File: src/fwekg_defs.vh
/*
  Constants for the flash write/erase key guard: register offsets, field
  positions, key values, lock state codes and reset values.
  Assumes it is included by its bare name from the design files.
*/
`ifndef FWEKG_DEFS_VH
`define FWEKG_DEFS_VH

// Register offsets on the plain register port
`define FWEKG_ADDR_PSC 8'h8f
`define FWEKG_ADDR_KEY 8'hb7
`define FWEKG_ADDR_IRQ_STAT 8'hc0
`define FWEKG_ADDR_IRQ_EN 8'hc1
`define FWEKG_ADDR_IRQ_CLR 8'hc2

// Control register fields and reset value
`define FWEKG_BIT_WE 0
`define FWEKG_BIT_EE 1
`define FWEKG_PSC_RST 2'b00

// Key values
`define FWEKG_KEY1 8'ha5
`define FWEKG_KEY2 8'hf1

// Lock state codes
`define FWEKG_ST_LOCKED 2'b00
`define FWEKG_ST_KEY1 2'b01
`define FWEKG_ST_OPEN 2'b10
`define FWEKG_ST_DEAD 2'b11

// Interrupt status bits
`define FWEKG_IRQ_DONE 0
`define FWEKG_IRQ_TRAP 1
`define FWEKG_IRQ_W 2

`endif

File: src/fwekg_guard.v
/*
  Flash write/erase key guard. Holds the program-store control register
  and the lock-and-key state machine, and turns external-data writes into
  flash byte programs, page erases, ordinary data writes or blocked tries.
  Assumes one 200 MHz clock, a synchronous active-low reset, a register
  port with one-cycle strobes, and a flash back end that raises a done
  pulse once per started operation.
*/
// Strobed register access was decided locally.
`timescale 1ns/1ps
`default_nettype none
`include "fwekg_defs.vh"

module fwekg_guard #(
  parameter ADDR_W = 16
) (
  input wire i_clk,
  input wire i_rst_n,
  // Register port
  input wire [7:0] i_reg_addr,
  input wire [7:0] i_reg_wdata,
  input wire i_reg_wr,
  input wire i_reg_rd,
  output wire [7:0] o_reg_rdata,
  // External-data write request from the core
  input wire i_xw_req,
  input wire [ADDR_W-1:0] i_xw_addr,
  input wire [7:0] i_xw_data,
  // Ordinary data memory write
  output reg o_dm_wr,
  output reg [ADDR_W-1:0] o_dm_addr,
  output reg [7:0] o_dm_data,
  // Flash back end, then busy, trap and interrupt outputs
  output reg o_fl_prog,
  output reg o_fl_erase,
  output reg [ADDR_W-1:0] o_fl_addr,
  output reg [7:0] o_fl_data,
  input wire i_fl_done,
  output wire o_fl_busy,
  output wire o_trapped,
  output wire o_irq
);

  reg [1:0] psc_ff;
  reg [1:0] lock_ff;
  reg busy_ff;
  reg [`FWEKG_IRQ_W-1:0] stat_ff;
  reg [`FWEKG_IRQ_W-1:0] en_ff;
  reg [1:0] nxt_lock;
  reg [`FWEKG_IRQ_W-1:0] nxt_stat;

  wire we_bit = psc_ff[`FWEKG_BIT_WE];
  wire ee_bit = psc_ff[`FWEKG_BIT_EE];
  wire key_wr = i_reg_wr && (i_reg_addr == `FWEKG_ADDR_KEY);
  // Flash-targeted write: only while write enable is set
  wire fl_try = i_xw_req && we_bit;
  wire fl_ok = fl_try && (lock_ff == `FWEKG_ST_OPEN) && !busy_ff;
  wire fl_bad = fl_try && !fl_ok;
  wire op_done = busy_ff && i_fl_done;

  // Control register; only the two enable bits are stored
  always @(posedge i_clk) begin
    if (!i_rst_n) begin
      psc_ff <= `FWEKG_PSC_RST;
    end else if (i_reg_wr && (i_reg_addr == `FWEKG_ADDR_PSC)) begin
      psc_ff <= i_reg_wdata[1:0];
    end
  end

  // Lock-and-key state machine
  always @* begin
    nxt_lock = lock_ff;
    case (lock_ff)
      `FWEKG_ST_LOCKED: begin
        if (fl_bad) begin
          nxt_lock = `FWEKG_ST_DEAD;
        end else if (key_wr) begin
          if (i_reg_wdata == `FWEKG_KEY1) begin
            nxt_lock = `FWEKG_ST_KEY1;
          end else begin
            nxt_lock = `FWEKG_ST_DEAD;
          end
        end
      end
      `FWEKG_ST_KEY1: begin
        if (fl_bad) begin
          nxt_lock = `FWEKG_ST_DEAD;
        end else if (key_wr) begin
          if (i_reg_wdata == `FWEKG_KEY2) begin
            nxt_lock = `FWEKG_ST_OPEN;
          end else begin
            nxt_lock = `FWEKG_ST_DEAD;
          end
        end
      end
      `FWEKG_ST_OPEN: begin
        if (fl_bad || key_wr) begin
          nxt_lock = `FWEKG_ST_DEAD;
        end else if (op_done) begin
          nxt_lock = `FWEKG_ST_LOCKED;
        end
      end
      `FWEKG_ST_DEAD: nxt_lock = `FWEKG_ST_DEAD;
      default: nxt_lock = `FWEKG_ST_DEAD;
    endcase
  end

  always @(posedge i_clk) begin
    if (!i_rst_n) begin
      lock_ff <= `FWEKG_ST_LOCKED;
    end else begin
      lock_ff <= nxt_lock;
    end
  end

  // Busy from start of a flash operation until the back end reports done
  always @(posedge i_clk) begin
    if (!i_rst_n) begin
      busy_ff <= 1'b0;
    end else if (fl_ok) begin
      busy_ff <= 1'b1;
    end else if (i_fl_done) begin
      busy_ff <= 1'b0;
    end
  end

  // Route each write: flash program, page erase, data memory or nothing
  always @(posedge i_clk) begin
    if (!i_rst_n) begin
      o_fl_prog <= 1'b0;
      o_fl_erase <= 1'b0;
      o_fl_addr <= {ADDR_W{1'b0}};
      o_fl_data <= 8'h00;
      o_dm_wr <= 1'b0;
      o_dm_addr <= {ADDR_W{1'b0}};
      o_dm_data <= 8'h00;
    end else begin
      o_fl_prog <= fl_ok && !ee_bit;
      o_fl_erase <= fl_ok && ee_bit;
      o_dm_wr <= i_xw_req && !we_bit;
      if (fl_ok) begin
        o_fl_addr <= i_xw_addr;
        // Erase drops the data byte
        o_fl_data <= ee_bit ? 8'h00 : i_xw_data;
      end
      if (i_xw_req && !we_bit) begin
        o_dm_addr <= i_xw_addr;
        o_dm_data <= i_xw_data;
      end
    end
  end

  // Sticky interrupt status; a new event wins over a clear
  always @* begin
    nxt_stat = stat_ff;
    if (i_reg_wr && (i_reg_addr == `FWEKG_ADDR_IRQ_CLR)) begin
      nxt_stat = stat_ff & ~i_reg_wdata[`FWEKG_IRQ_W-1:0];
    end
    if (op_done) begin
      nxt_stat[`FWEKG_IRQ_DONE] = 1'b1;
    end
    if ((nxt_lock == `FWEKG_ST_DEAD) && (lock_ff != `FWEKG_ST_DEAD)) begin
      nxt_stat[`FWEKG_IRQ_TRAP] = 1'b1;
    end
  end

  always @(posedge i_clk) begin
    if (!i_rst_n) begin
      stat_ff <= {`FWEKG_IRQ_W{1'b0}};
      en_ff <= {`FWEKG_IRQ_W{1'b0}};
    end else begin
      stat_ff <= nxt_stat;
      if (i_reg_wr && (i_reg_addr == `FWEKG_ADDR_IRQ_EN)) begin
        en_ff <= i_reg_wdata[`FWEKG_IRQ_W-1:0];
      end
    end
  end

  assign o_irq = |(stat_ff & en_ff);
  assign o_fl_busy = busy_ff;
  assign o_trapped = (lock_ff == `FWEKG_ST_DEAD);

  // Read-back register
  fwekg_reg_mux u_mux (
    .i_clk(i_clk),
    .i_rst_n(i_rst_n),
    .i_rd(i_reg_rd),
    .i_addr(i_reg_addr),
    .i_psc(psc_ff),
    .i_lock(lock_ff),
    .i_stat(stat_ff),
    .i_en(en_ff),
    .o_rdata(o_reg_rdata)
  );

endmodule
`default_nettype wire

File: src/fwekg_reg_mux.v
/*
  Read-data register for the key guard: selects one of the readable
  registers by address and holds it for the cycle after the read strobe.
  Assumes the caller presents the register values on the same clock.
*/
`timescale 1ns/1ps
`default_nettype none
`include "fwekg_defs.vh"

module fwekg_reg_mux (
  input wire i_clk,
  input wire i_rst_n,
  input wire i_rd,
  input wire [7:0] i_addr,
  input wire [1:0] i_psc,
  input wire [1:0] i_lock,
  input wire [`FWEKG_IRQ_W-1:0] i_stat,
  input wire [`FWEKG_IRQ_W-1:0] i_en,
  output reg [7:0] o_rdata
);

  reg [7:0] nxt_rdata;

  // Address decode; unmapped and write-only offsets read as zero
  always @* begin
    nxt_rdata = 8'h00;
    case (i_addr)
      `FWEKG_ADDR_PSC: nxt_rdata = {6'h00, i_psc};
      `FWEKG_ADDR_KEY: nxt_rdata = {6'h00, i_lock};
      `FWEKG_ADDR_IRQ_STAT: nxt_rdata = {6'h00, i_stat};
      `FWEKG_ADDR_IRQ_EN: nxt_rdata = {6'h00, i_en};
      default: nxt_rdata = 8'h00;
    endcase
  end

  // Read data stand only in the cycle after the strobe
  always @(posedge i_clk) begin
    if (!i_rst_n) begin
      o_rdata <= 8'h00;
    end else if (i_rd) begin
      o_rdata <= nxt_rdata;
    end else begin
      o_rdata <= 8'h00;
    end
  end

endmodule
`default_nettype wire

File: config.mk
export PLATFORM = sky130hd
export DESIGN_NAME = fwekg_guard
export DESIGN_NICKNAME = d
export VERILOG_FILES = /design/src/fwekg_guard.v /design/src/fwekg_reg_mux.v
export VERILOG_INCLUDE_DIRS = /design/src
export SDC_FILE = /design/constraint.sdc
export NUM_CORES = 1
export LEC_CHECK = 0
export ABC_AREA = 1
export BUFFER_PORTS_ARGS = -buffer_cell sky130_fd_sc_hd__buf_2
export CORE_MARGIN = 10
export CORE_UTILIZATION = 30
export CTS_CLUSTER_SIZE = 30
export DETAILED_ROUTE_END_ITERATION = 16
export MAX_ROUTING_LAYER = met4
export PLACE_DENSITY = 0.56
export SKIP_CTS_REPAIR_TIMING = 1
export SLEW_MARGIN = 15
export SYNTH_ARGS = -nofsm -noshare
export SYNTH_HDL_FRONTEND = slang
export SYNTH_SLANG_ARGS = --single-unit
File: constraint.sdc
create_clock -name i_clk -period 2.3 [get_ports i_clk]
set_input_delay 0.69 -clock i_clk [delete_from_list [all_inputs] [get_ports i_clk]]
set_output_delay 0.69 -clock i_clk [all_outputs]
set_load 0.1 [all_outputs]
==> results.yml, run 1 <==
worst_hold_path:
  hp-class: "flip-flop to flip-flop"
  holdPathEnd: "o_fl_prog"
  hold_path_depth: 1
  hold_path_startpoint: "psc_ff[1]"
floorplan:
  io_pins: 108
  floorplan.rows: 33
  fp.dieArea_um2: 12260
  initial_core_util_pct: 30.52
  die_w_um: 110.7
  die_y_um: 110.7
  core_area_um2: 8093
logic_synthesis:
  netlist_area_um2: 2470
  ys_warn_count: 0
  seq_area_frac_synth_pct: 50.25
  synthFlopType: "dfxtp_1"
  ys_ff_latch: 62
  synth-edff-count: 0
  synthCells: 321
  synth-async-reset-ratio_pct: 0
  yosysUniqueCellTypes: 28
  syn_avg_cell_area_um2: 7.694
pwr:
  power_uw: 2541
  power_leakage_uw: 0.001581
  p_seq_share_pct: 44.1
  p_sw_share_pct: 31.37
  p_int_uw: 1744
  comb_power_share_pct: 17.8
  powerDensity_nw_per_um2: 776.5
  vdd_drop_max_v: 0.0003438
  power.switching_uw: 797.1
  p_clk_share_pct: 38.1
clock_network:
  clockBufferDepth: 2
  clock-sinks: 62
  cts_tree: "yes"
  cts_root_buf: "clkbuf_8"
  h-tree-depth: 3
  clkTransAtPathRegs_ns: 0.07
  numCtsBuffers: 9
  insertion_delay_ns: 0.33
timing:
  slew_viol_final: 0
  setup-tns-final_ns: 0
  clock_skew_ns: 0.01017
  finalHoldViolCount: 0
  fmax_mhz: 499.3
  fin_crit_sh_pct: 87.08
  rsz0062_at_grt: "false"
  setup_viol: 0
  fin_ws_ns: 0.2973
  fin_crit_ns: 2.003
grt:
  overflow: 0
  grt_start_max_net_pins: 33
  antenna_found_initial: 0
  track_usage_pct: 12.12
  grt_pass1_wl_um: 12000
  first_global_vias: 2445
drt:
  vias: 2396
  vias_per_cell: 4.479
  wl_per_cell_um: 13.79
  met2_length_um: 3364
  drtIter0Drc: 40
  wl_met3_um: 442
  drc: 0
  totalWireLength_um: 7378
  top_layer: "met4"
  dr.pass1.iters: 4
  wl_met1_um: 3498
  ant_nets: 0
finish:
  drive_gt1_share_pct: 33.72
  antennaDiodeCount: 0
  area_delta_synth_final_pct: 32.47
  fin_cells: 535
  num-nets-final: 471
placed_design:
  gp_congestion: 0.8217
  dp_slack_ns: 0.4858
  place_hpwl_um: 5709
  place_inst: 519
  io_buffers: 101
worst_setup_path:
  r2r_setup_slack_ns: 0.90
  cp-start-kind: "flip-flop"
  cp.required_ns: 1.61
  cp-end-kind: "output port"
  cp_data_arrival_time_ns: 1.31
  path_max_fanout: 4
  crit-reg2reg-capture: "o_fl_data[5]"
  crit_type: "flip-flop to output port"
  r2r_start: "o_fl_busy"
  reg2regPathDepth: 7
job:
  drv_cap: 0
run_status:
  status: "finished, final reports clean"
-- synthesized netlist by cell type, types with 5 or more instances --
cell,number,area share [%]
clkbuf_1,8,1.2
o21ai_2,8,2.8
o21ai_0,40,8.1
buf_4,6,1.8
a21oi_1,16,3.2
nand3_1,19,3.9
nor2_1,76,12
buf_2,5,1.0
inv_1,22,3.3
dfxtp_1,62,50
nand2_1,29,4.4
-- state kept, by name (all words and copies together), names as in the netlist --
register       cells
o_dm_addr         16
o_fl_addr         16
o_dm_data          8
o_fl_data          8
en_ff              2
lock_ff            2
psc_ff             2
stat_ff            2
u_mux.o_rdata      2
o_dm_wr            1
o_fl_busy          1
o_fl_erase         1
o_fl_prog          1
-- power groups by stage --
stage	combinational, µW	sequential [µW]	clock (µW)
after global placement	454	1140	0
after floorplan	130	1370	0
after CTS	457	1120	991
after global routing	479	1120	1040
after detailed placement	456	1140	0
final	453	1120	967
-- metrics by stage --
step                      util, %  hold slack (ns)  area [µm²]
after floorplan                 -           0.4482        2489
after global placement      37.94           0.4611        3070
after detailed placement    37.94           0.4636        3070
after CTS                   40.43           0.4708        3272
after global routing        40.43           0.4779        3272
final                       40.43           0.4672        3272
-- layout make-up --
cell class | count | area (µm²)
clock inverters | 3 | 42.54
well taps | 105 | 131.4
flip-flops and latches | 62 | 1241
fillers | 889 | 4821
multi-input cells | 221 | 1056
repair buffers | 107 | 550.5
inverters | 24 | 91.34
clock buffers | 13 | 158.9
-- placed cells by master, fill, tap and decap left out, drive strengths merged, types with 2 or more instances in the layout --
cell type    n
nor2        83
o21ai       50
inv         23
o22ai        2
a21oi       16
nand2       33
nand3       19
clkbuf      13
clkinv       2
or2          2
nor3         2
conb         6
dfxtp       62
nand4        4
buf        107
-- logic make-up (layout without fill, tap and decap cells) --
logic type             count (synthesis)  count (layout)  share of synthesized area, %
AO/OA/AOI/OAI                         70              70                         15.76
flip-flops                            62              62                         50.25
buffers and inverters                 43             147                         7.750
AND/OR/NAND/NOR                      145             145                         26.09
other                                  1               6                        0.1518
-- worst max-delay path by stage --
stage                        end       start  depth (start not counted)  slack, ns
floorplan           o_fl_data[0]   o_fl_busy                          7       0.46
global placement    o_fl_data[2]    i_xw_req                          9       0.50
detailed placement  o_fl_data[7]    i_xw_req                          9       0.49
CTS                    o_trapped  lock_ff[0]                          3       0.28
global route           o_trapped  lock_ff[0]                          3       0.20
finish                 o_trapped  lock_ff[0]                          3       0.30
-- critical path: stages (launching register included) --
cell and delay, ns:
dfxtp_1 0.40, nand2_1 0.07, inv_1 0.08, buf_2 0.43
-- routing by layer --
layer | GRT usage, % | up-vias
met5 | - | -
met2 | 18.32 | 77
li1 | - | 1236
met4 | 4.427 | 0
met3 | 4.383 | 5
met1 | 14.50 | 1078
Power figures use the tool's default switching activity.
==> run 2: changes to the inputs <==
==> constraint.sdc (replaced) <==
create_clock -name i_clk -period 2.4 [get_ports i_clk]
set_input_delay 0.72 -clock i_clk [delete_from_list [all_inputs] [get_ports i_clk]]
set_output_delay 0.72 -clock i_clk [all_outputs]
set_load 0.1 [all_outputs]
==> results.yml, run 2 (synthesized netlist as in run 1, its figures left out) <==
run_status:
  status: "finished, final reports clean"
pwr:
  power.switching_uw: 749.6
  powerDensity_nw_per_um2: 739.6
  p_seq_share_pct: 44.4
  comb_power_share_pct: 18.0
  p_sw_share_pct: 31.01
  vdd_drop_max_v: 0.0003604
  power_leakage_uw: 0.001583
  p_int_uw: 1668
  p_clk_share_pct: 37.5
clock_network:
  insertion_delay_ns: 0.33
  clock-sinks: 62
  cts_tree: "yes"
  clockBufferDepth: 2
  h-tree-depth: 3
  cts_root_buf: "clkbuf_8"
  numCtsBuffers: 9
  clkTransAtPathRegs_ns: 0.07
floorplan:
  floorplan.rows: 33
  initial_core_util_pct: 30.52
  fp.dieArea_um2: 12260
  die_w_um: 110.7
  io_pins: 108
  die_y_um: 110.7
  core_area_um2: 8093
worst_setup_path:
  cp.required_ns: 1.68
  crit_type: "flip-flop to output port"
  cp_data_arrival_time_ns: 1.30
  cp-start-kind: "flip-flop"
  cp-end-kind: "output port"
  path_max_fanout: 4
finish:
  final_cell_mix: "101 x buf_2, 76 x nor2_1, 62 x dfxtp_1"
  antennaDiodeCount: 0
  drive_gt1_share_pct: 33.64
  fillCellCount: 892
  area_delta_synth_final_pct: 32.32
  biggestRegsByFlops: "o_dm_addr: 16 flops, o_fl_addr: 16 flops"
  final_common_cell: "buf_2"
  fin_cells: 533
  num-nets-final: 469
placed_design:
  gp_congestion: 0.8167
  place_inst: 517
  place_hpwl_um: 5710
  io_buffers: 101
grt:
  track_usage_pct: 12.22
  first_global_vias: 2413
  grt_pass1_wl_um: 12040
  antenna_found_initial: 0
  overflow: 0
  grt_start_max_net_pins: 33
timing:
  setup-tns-final_ns: 0
  finalHoldViolCount: 0
  fin_crit_sh_pct: 84.15
  rsz0062_at_grt: "false"
  slew_viol_final: 0
  clock_skew_ns: 0.004763
  fin_crit_ns: 2.020
  fmax_mhz: 495.1
  setup_viol: 0
job:
  drv_cap: 0
drt:
  drc: 0
  vias: 2430
  vias_per_cell: 4.559
  wl_per_cell_um: 13.71
  ant_nets: 0
  dr.pass1.iters: 7
  drtIter0Drc: 72
  totalWireLength_um: 7310
worst_hold_path:
  hp-class: "flip-flop to flip-flop"
## run 2: cell count changes in the layout (fill, tap and decap cells not counted)
| cell | before | now |
|---|---|---|
| clkbuf_1 | 2 | 1 |
| buf_12 | 0 | 1 |
| clkinv_2 | 2 | 4 |
| buf_4 | 6 | 3 |
| clkinvlp_4 | 1 | 0 |
## run 2: cell type report
cell class | count | area, µm² | share of cell area, %
Timing Repair Buffer | 105 | 548.0 | 16.77
Sequential cell | 62 | 1241 | 37.98
Clock buffer | 12 | 155.1 | 4.747
Multi-Input combinational cell | 221 | 1056 | 32.31
Tap cell | 105 | 131.4 | 4.020
Clock inverter | 4 | 45.04 | 1.378
Inverter | 24 | 91.34 | 2.795
## run 2: power groups by stage
stage / clock network [µW] / logic, µW / registers, µW
3_3_place_gp: 0 / 437 / 1100
5_1_grt: 987 / 464 / 1080
6_report: 907 / 436 / 1070
3_5_place_dp: 0 / 439 / 1100
4_1_cts: 940 / 440 / 1070
2_1_floorplan: 0 / 125 / 1310
## run 2: path summary, 6_finish.rpt
check | depth (start not counted) | from | slack [ns] | end
worst max register to register | 7 | o_fl_busy | 0.83 | o_fl_data[3]
worst max-delay path | 3 | lock_ff[0] | 0.38 | o_trapped
worst min register to register | 1 | psc_ff[1] | 0.47 | o_fl_prog
worst min-delay path | 1 | psc_ff[1] | 0.47 | o_fl_prog
## run 2: through the flow
| stage | hold slack, ns | setup WS, ns | utilization [%] | total power [µW] | area [µm²] |
|---|---|---|---|---|---|
| 4_1_cts | 0.4790 | 0.3639 | 40.38 | 2454 | 3268 |
| 6_report | 0.4712 | 0.3803 | 40.38 | 2417 | 3268 |
| 3_5_place_dp | 0.4623 | 0.3576 | 37.91 | 1536 | 3068 |
| 2_1_floorplan | 0.4482 | 0.5568 | - | 1439 | 2489 |
| 3_3_place_gp | 0.4607 | 0.3770 | 37.91 | 1533 | 3068 |
| 5_1_grt | 0.4963 | 0.2920 | 40.38 | 2527 | 3268 |
## run 2: worst max-delay path, stage by stage (launching register included)
cell	delay, ns
dfxtp_1	0.40
nand2_1	0.07
inv_1	0.08
buf_2	0.43
## run 2: metal layers
layer	routed length, µm	up-vias	global-route usage (%)
met5	0	-	-
met4	127	0	4.601
met3	464	10	4.004
met2	3394	86	18.55
met1	3324	1103	14.72
li1	-	1231	-
==> run 3: changes to the inputs <==
==> constraint.sdc (replaced) <==
create_clock -name i_clk -period 1.9 [get_ports i_clk]
set_input_delay 0.57 -clock i_clk [delete_from_list [all_inputs] [get_ports i_clk]]
set_output_delay 0.57 -clock i_clk [all_outputs]
set_load 0.1 [all_outputs]
==> results.yml, run 3 (synthesized netlist as in run 1, its figures left out) <==
timing:
  setup_viol: 0
  slew_viol_final: 0
  fin_crit_sh_pct: 94.01
  fin_crit_ns: 1.786
  fmax_mhz: 559.9
  clock_skew_ns: 0.01073
  rsz0062_at_grt: "false"
  finalHoldViolCount: 0
drt:
  vias_per_cell: 4.488
  dr.pass1.iters: 4
  drtIter0Drc: 58
  vias: 2401
  wl_per_cell_um: 13.74
  ant_nets: 0
  totalWireLength_um: 7351
  drc: 0
finish:
  final_common_cell: "buf_2"
  drive_gt1_share_pct: 34.19
  biggestRegsByFlops: "o_dm_addr: 16 flops, o_fl_addr: 16 flops"
  area_delta_synth_final_pct: 33.74
  fillCellCount: 903
  antennaDiodeCount: 0
  num-nets-final: 472
  final_cell_mix: "99 x buf_2, 76 x nor2_1, 62 x dfxtp_1"
  final_area_um2: 3303
clock_network:
  cts_root_buf: "clkbuf_8"
  clock-sinks: 62
  cts_tree: "yes"
  insertion_delay_ns: 0.33
  h-tree-depth: 3
  numCtsBuffers: 9
  clockBufferDepth: 2
  clkTransAtPathRegs_ns: 0.07
worst_setup_path:
  cp-start-kind: "flip-flop"
  cp_cell_sequence: "buf_2"
  cpMaxStageDelayCell: "buf_2"
  cp-end-kind: "output port"
  worst_path_dominant_cell_family: "buffers and inverters"
  cp_data_arrival_time_ns: 1.22
  r2r_setup_slack_ns: 0.68
  crit-reg2reg-capture: "stat_ff[1]"
  path_max_fanout: 5
  crit_type: "flip-flop to output port"
  critical_path.max_stage_delay_ns: 0.46
  cp.required_ns: 1.33
  r2r_start: "lock_ff[0]"
  reg2regPathDepth: 9
  crit_buf_inv: 1
grt:
  antenna_found_initial: 0
  first_global_vias: 2442
  met2_usage_pct: 18.59
  grtUsageMet3_pct: 3.355
  track_usage_pct: 12.32
  grt_start_max_net_pins: 33
  grt_pass1_wl_um: 12210
  overflow: 0
  grtUsageMet1_pct: 15.15
  grt_busiest_layer: "met2"
worst_hold_path:
  holdPathEnd: "o_fl_busy"
  hold_path_depth: 2
  hold_path_startpoint: "i_fl_done"
  hp-class: "primary input to flip-flop"
placed_design:
  place_hpwl_um: 5669
  dpl-instance-area_um2: 3090
  gp_congestion: 0.8384
  io_buffers: 101
pwr:
  power_leakage_uw: 0.001594
  powerDensity_nw_per_um2: 943.3
  vdd_drop_max_v: 0.0003366
  power_uw: 3116
floorplan:
  die_w_um: 110.7
  core_area_um2: 8093
  initial_core_util_pct: 30.52
  io_pins: 108
  fp.dieArea_um2: 12260
  die_y_um: 110.7
  floorplan.rows: 33
run_status:
  status: "finished, final reports clean"
job:
  drv_cap: 0
run 3: metal layers:
layer | vias to the layer above | part of all wire, % | routed length [µm]
met3 | 8 | 5.0 | 368
li1 | 1239 | - | -
met4 | 0 | 1.8 | 132
met2 | 77 | 45 | 3280
met1 | 1077 | 49 | 3569
met5 | - | 0 | 0
run 3: how the worst max path moves through the flow:
stage,from,end,slack [ns],depth (start not counted)
floorplan,o_fl_busy,o_fl_data[0],0.06,7
global placement,i_reg_addr[1],psc_ff[0],0.29,7
detailed placement,i_reg_addr[3],en_ff[1],0.25,8
CTS,lock_ff[0],o_trapped,-0.003,3
global route,lock_ff[0],o_trapped,0.03,3
finish,o_fl_busy,o_fl_busy,0.11,1
run 3: final cells by class:
class                      instances  area [µm²]  area share, %
clock inverter                     3       42.54          1.288
tap                              105       131.4          3.977
sequential                        62        1241          37.58
timing repair buffer             108       575.6          17.42
clock buffer                      12       165.2          5.000
inverter                          24       91.34          2.765
multi-input combinational        221        1056          31.97
run 3: power by group:
part	switching [µW]	total [µW]	internal (µW)
registers	17.7	1360	1340
clock network	505	1210	704
logic	452	551	98.5
run 3: per-stage QoR:
| stage | std cells | setup TNS [ns] | util, % | hold slack (ns) | setup WS, ns |
|---|---|---|---|---|---|
| 2_1_floorplan | 326 | 0 | - | 0.4482 | 0.05675 |
| 3_5_place_dp | 520 | 0 | 38.19 | 0.4657 | 0.2462 |
| 4_1_cts | 535 | -0.002985 | 40.75 | 0.4458 | -0.002985 |
| 6_report | 535 | 0 | 40.82 | 0.4592 | 0.1139 |
| 3_3_place_gp | 520 | 0 | 38.19 | 0.4606 | 0.2880 |
| 5_1_grt | 535 | 0 | 40.82 | 0.4556 | 0.03067 |
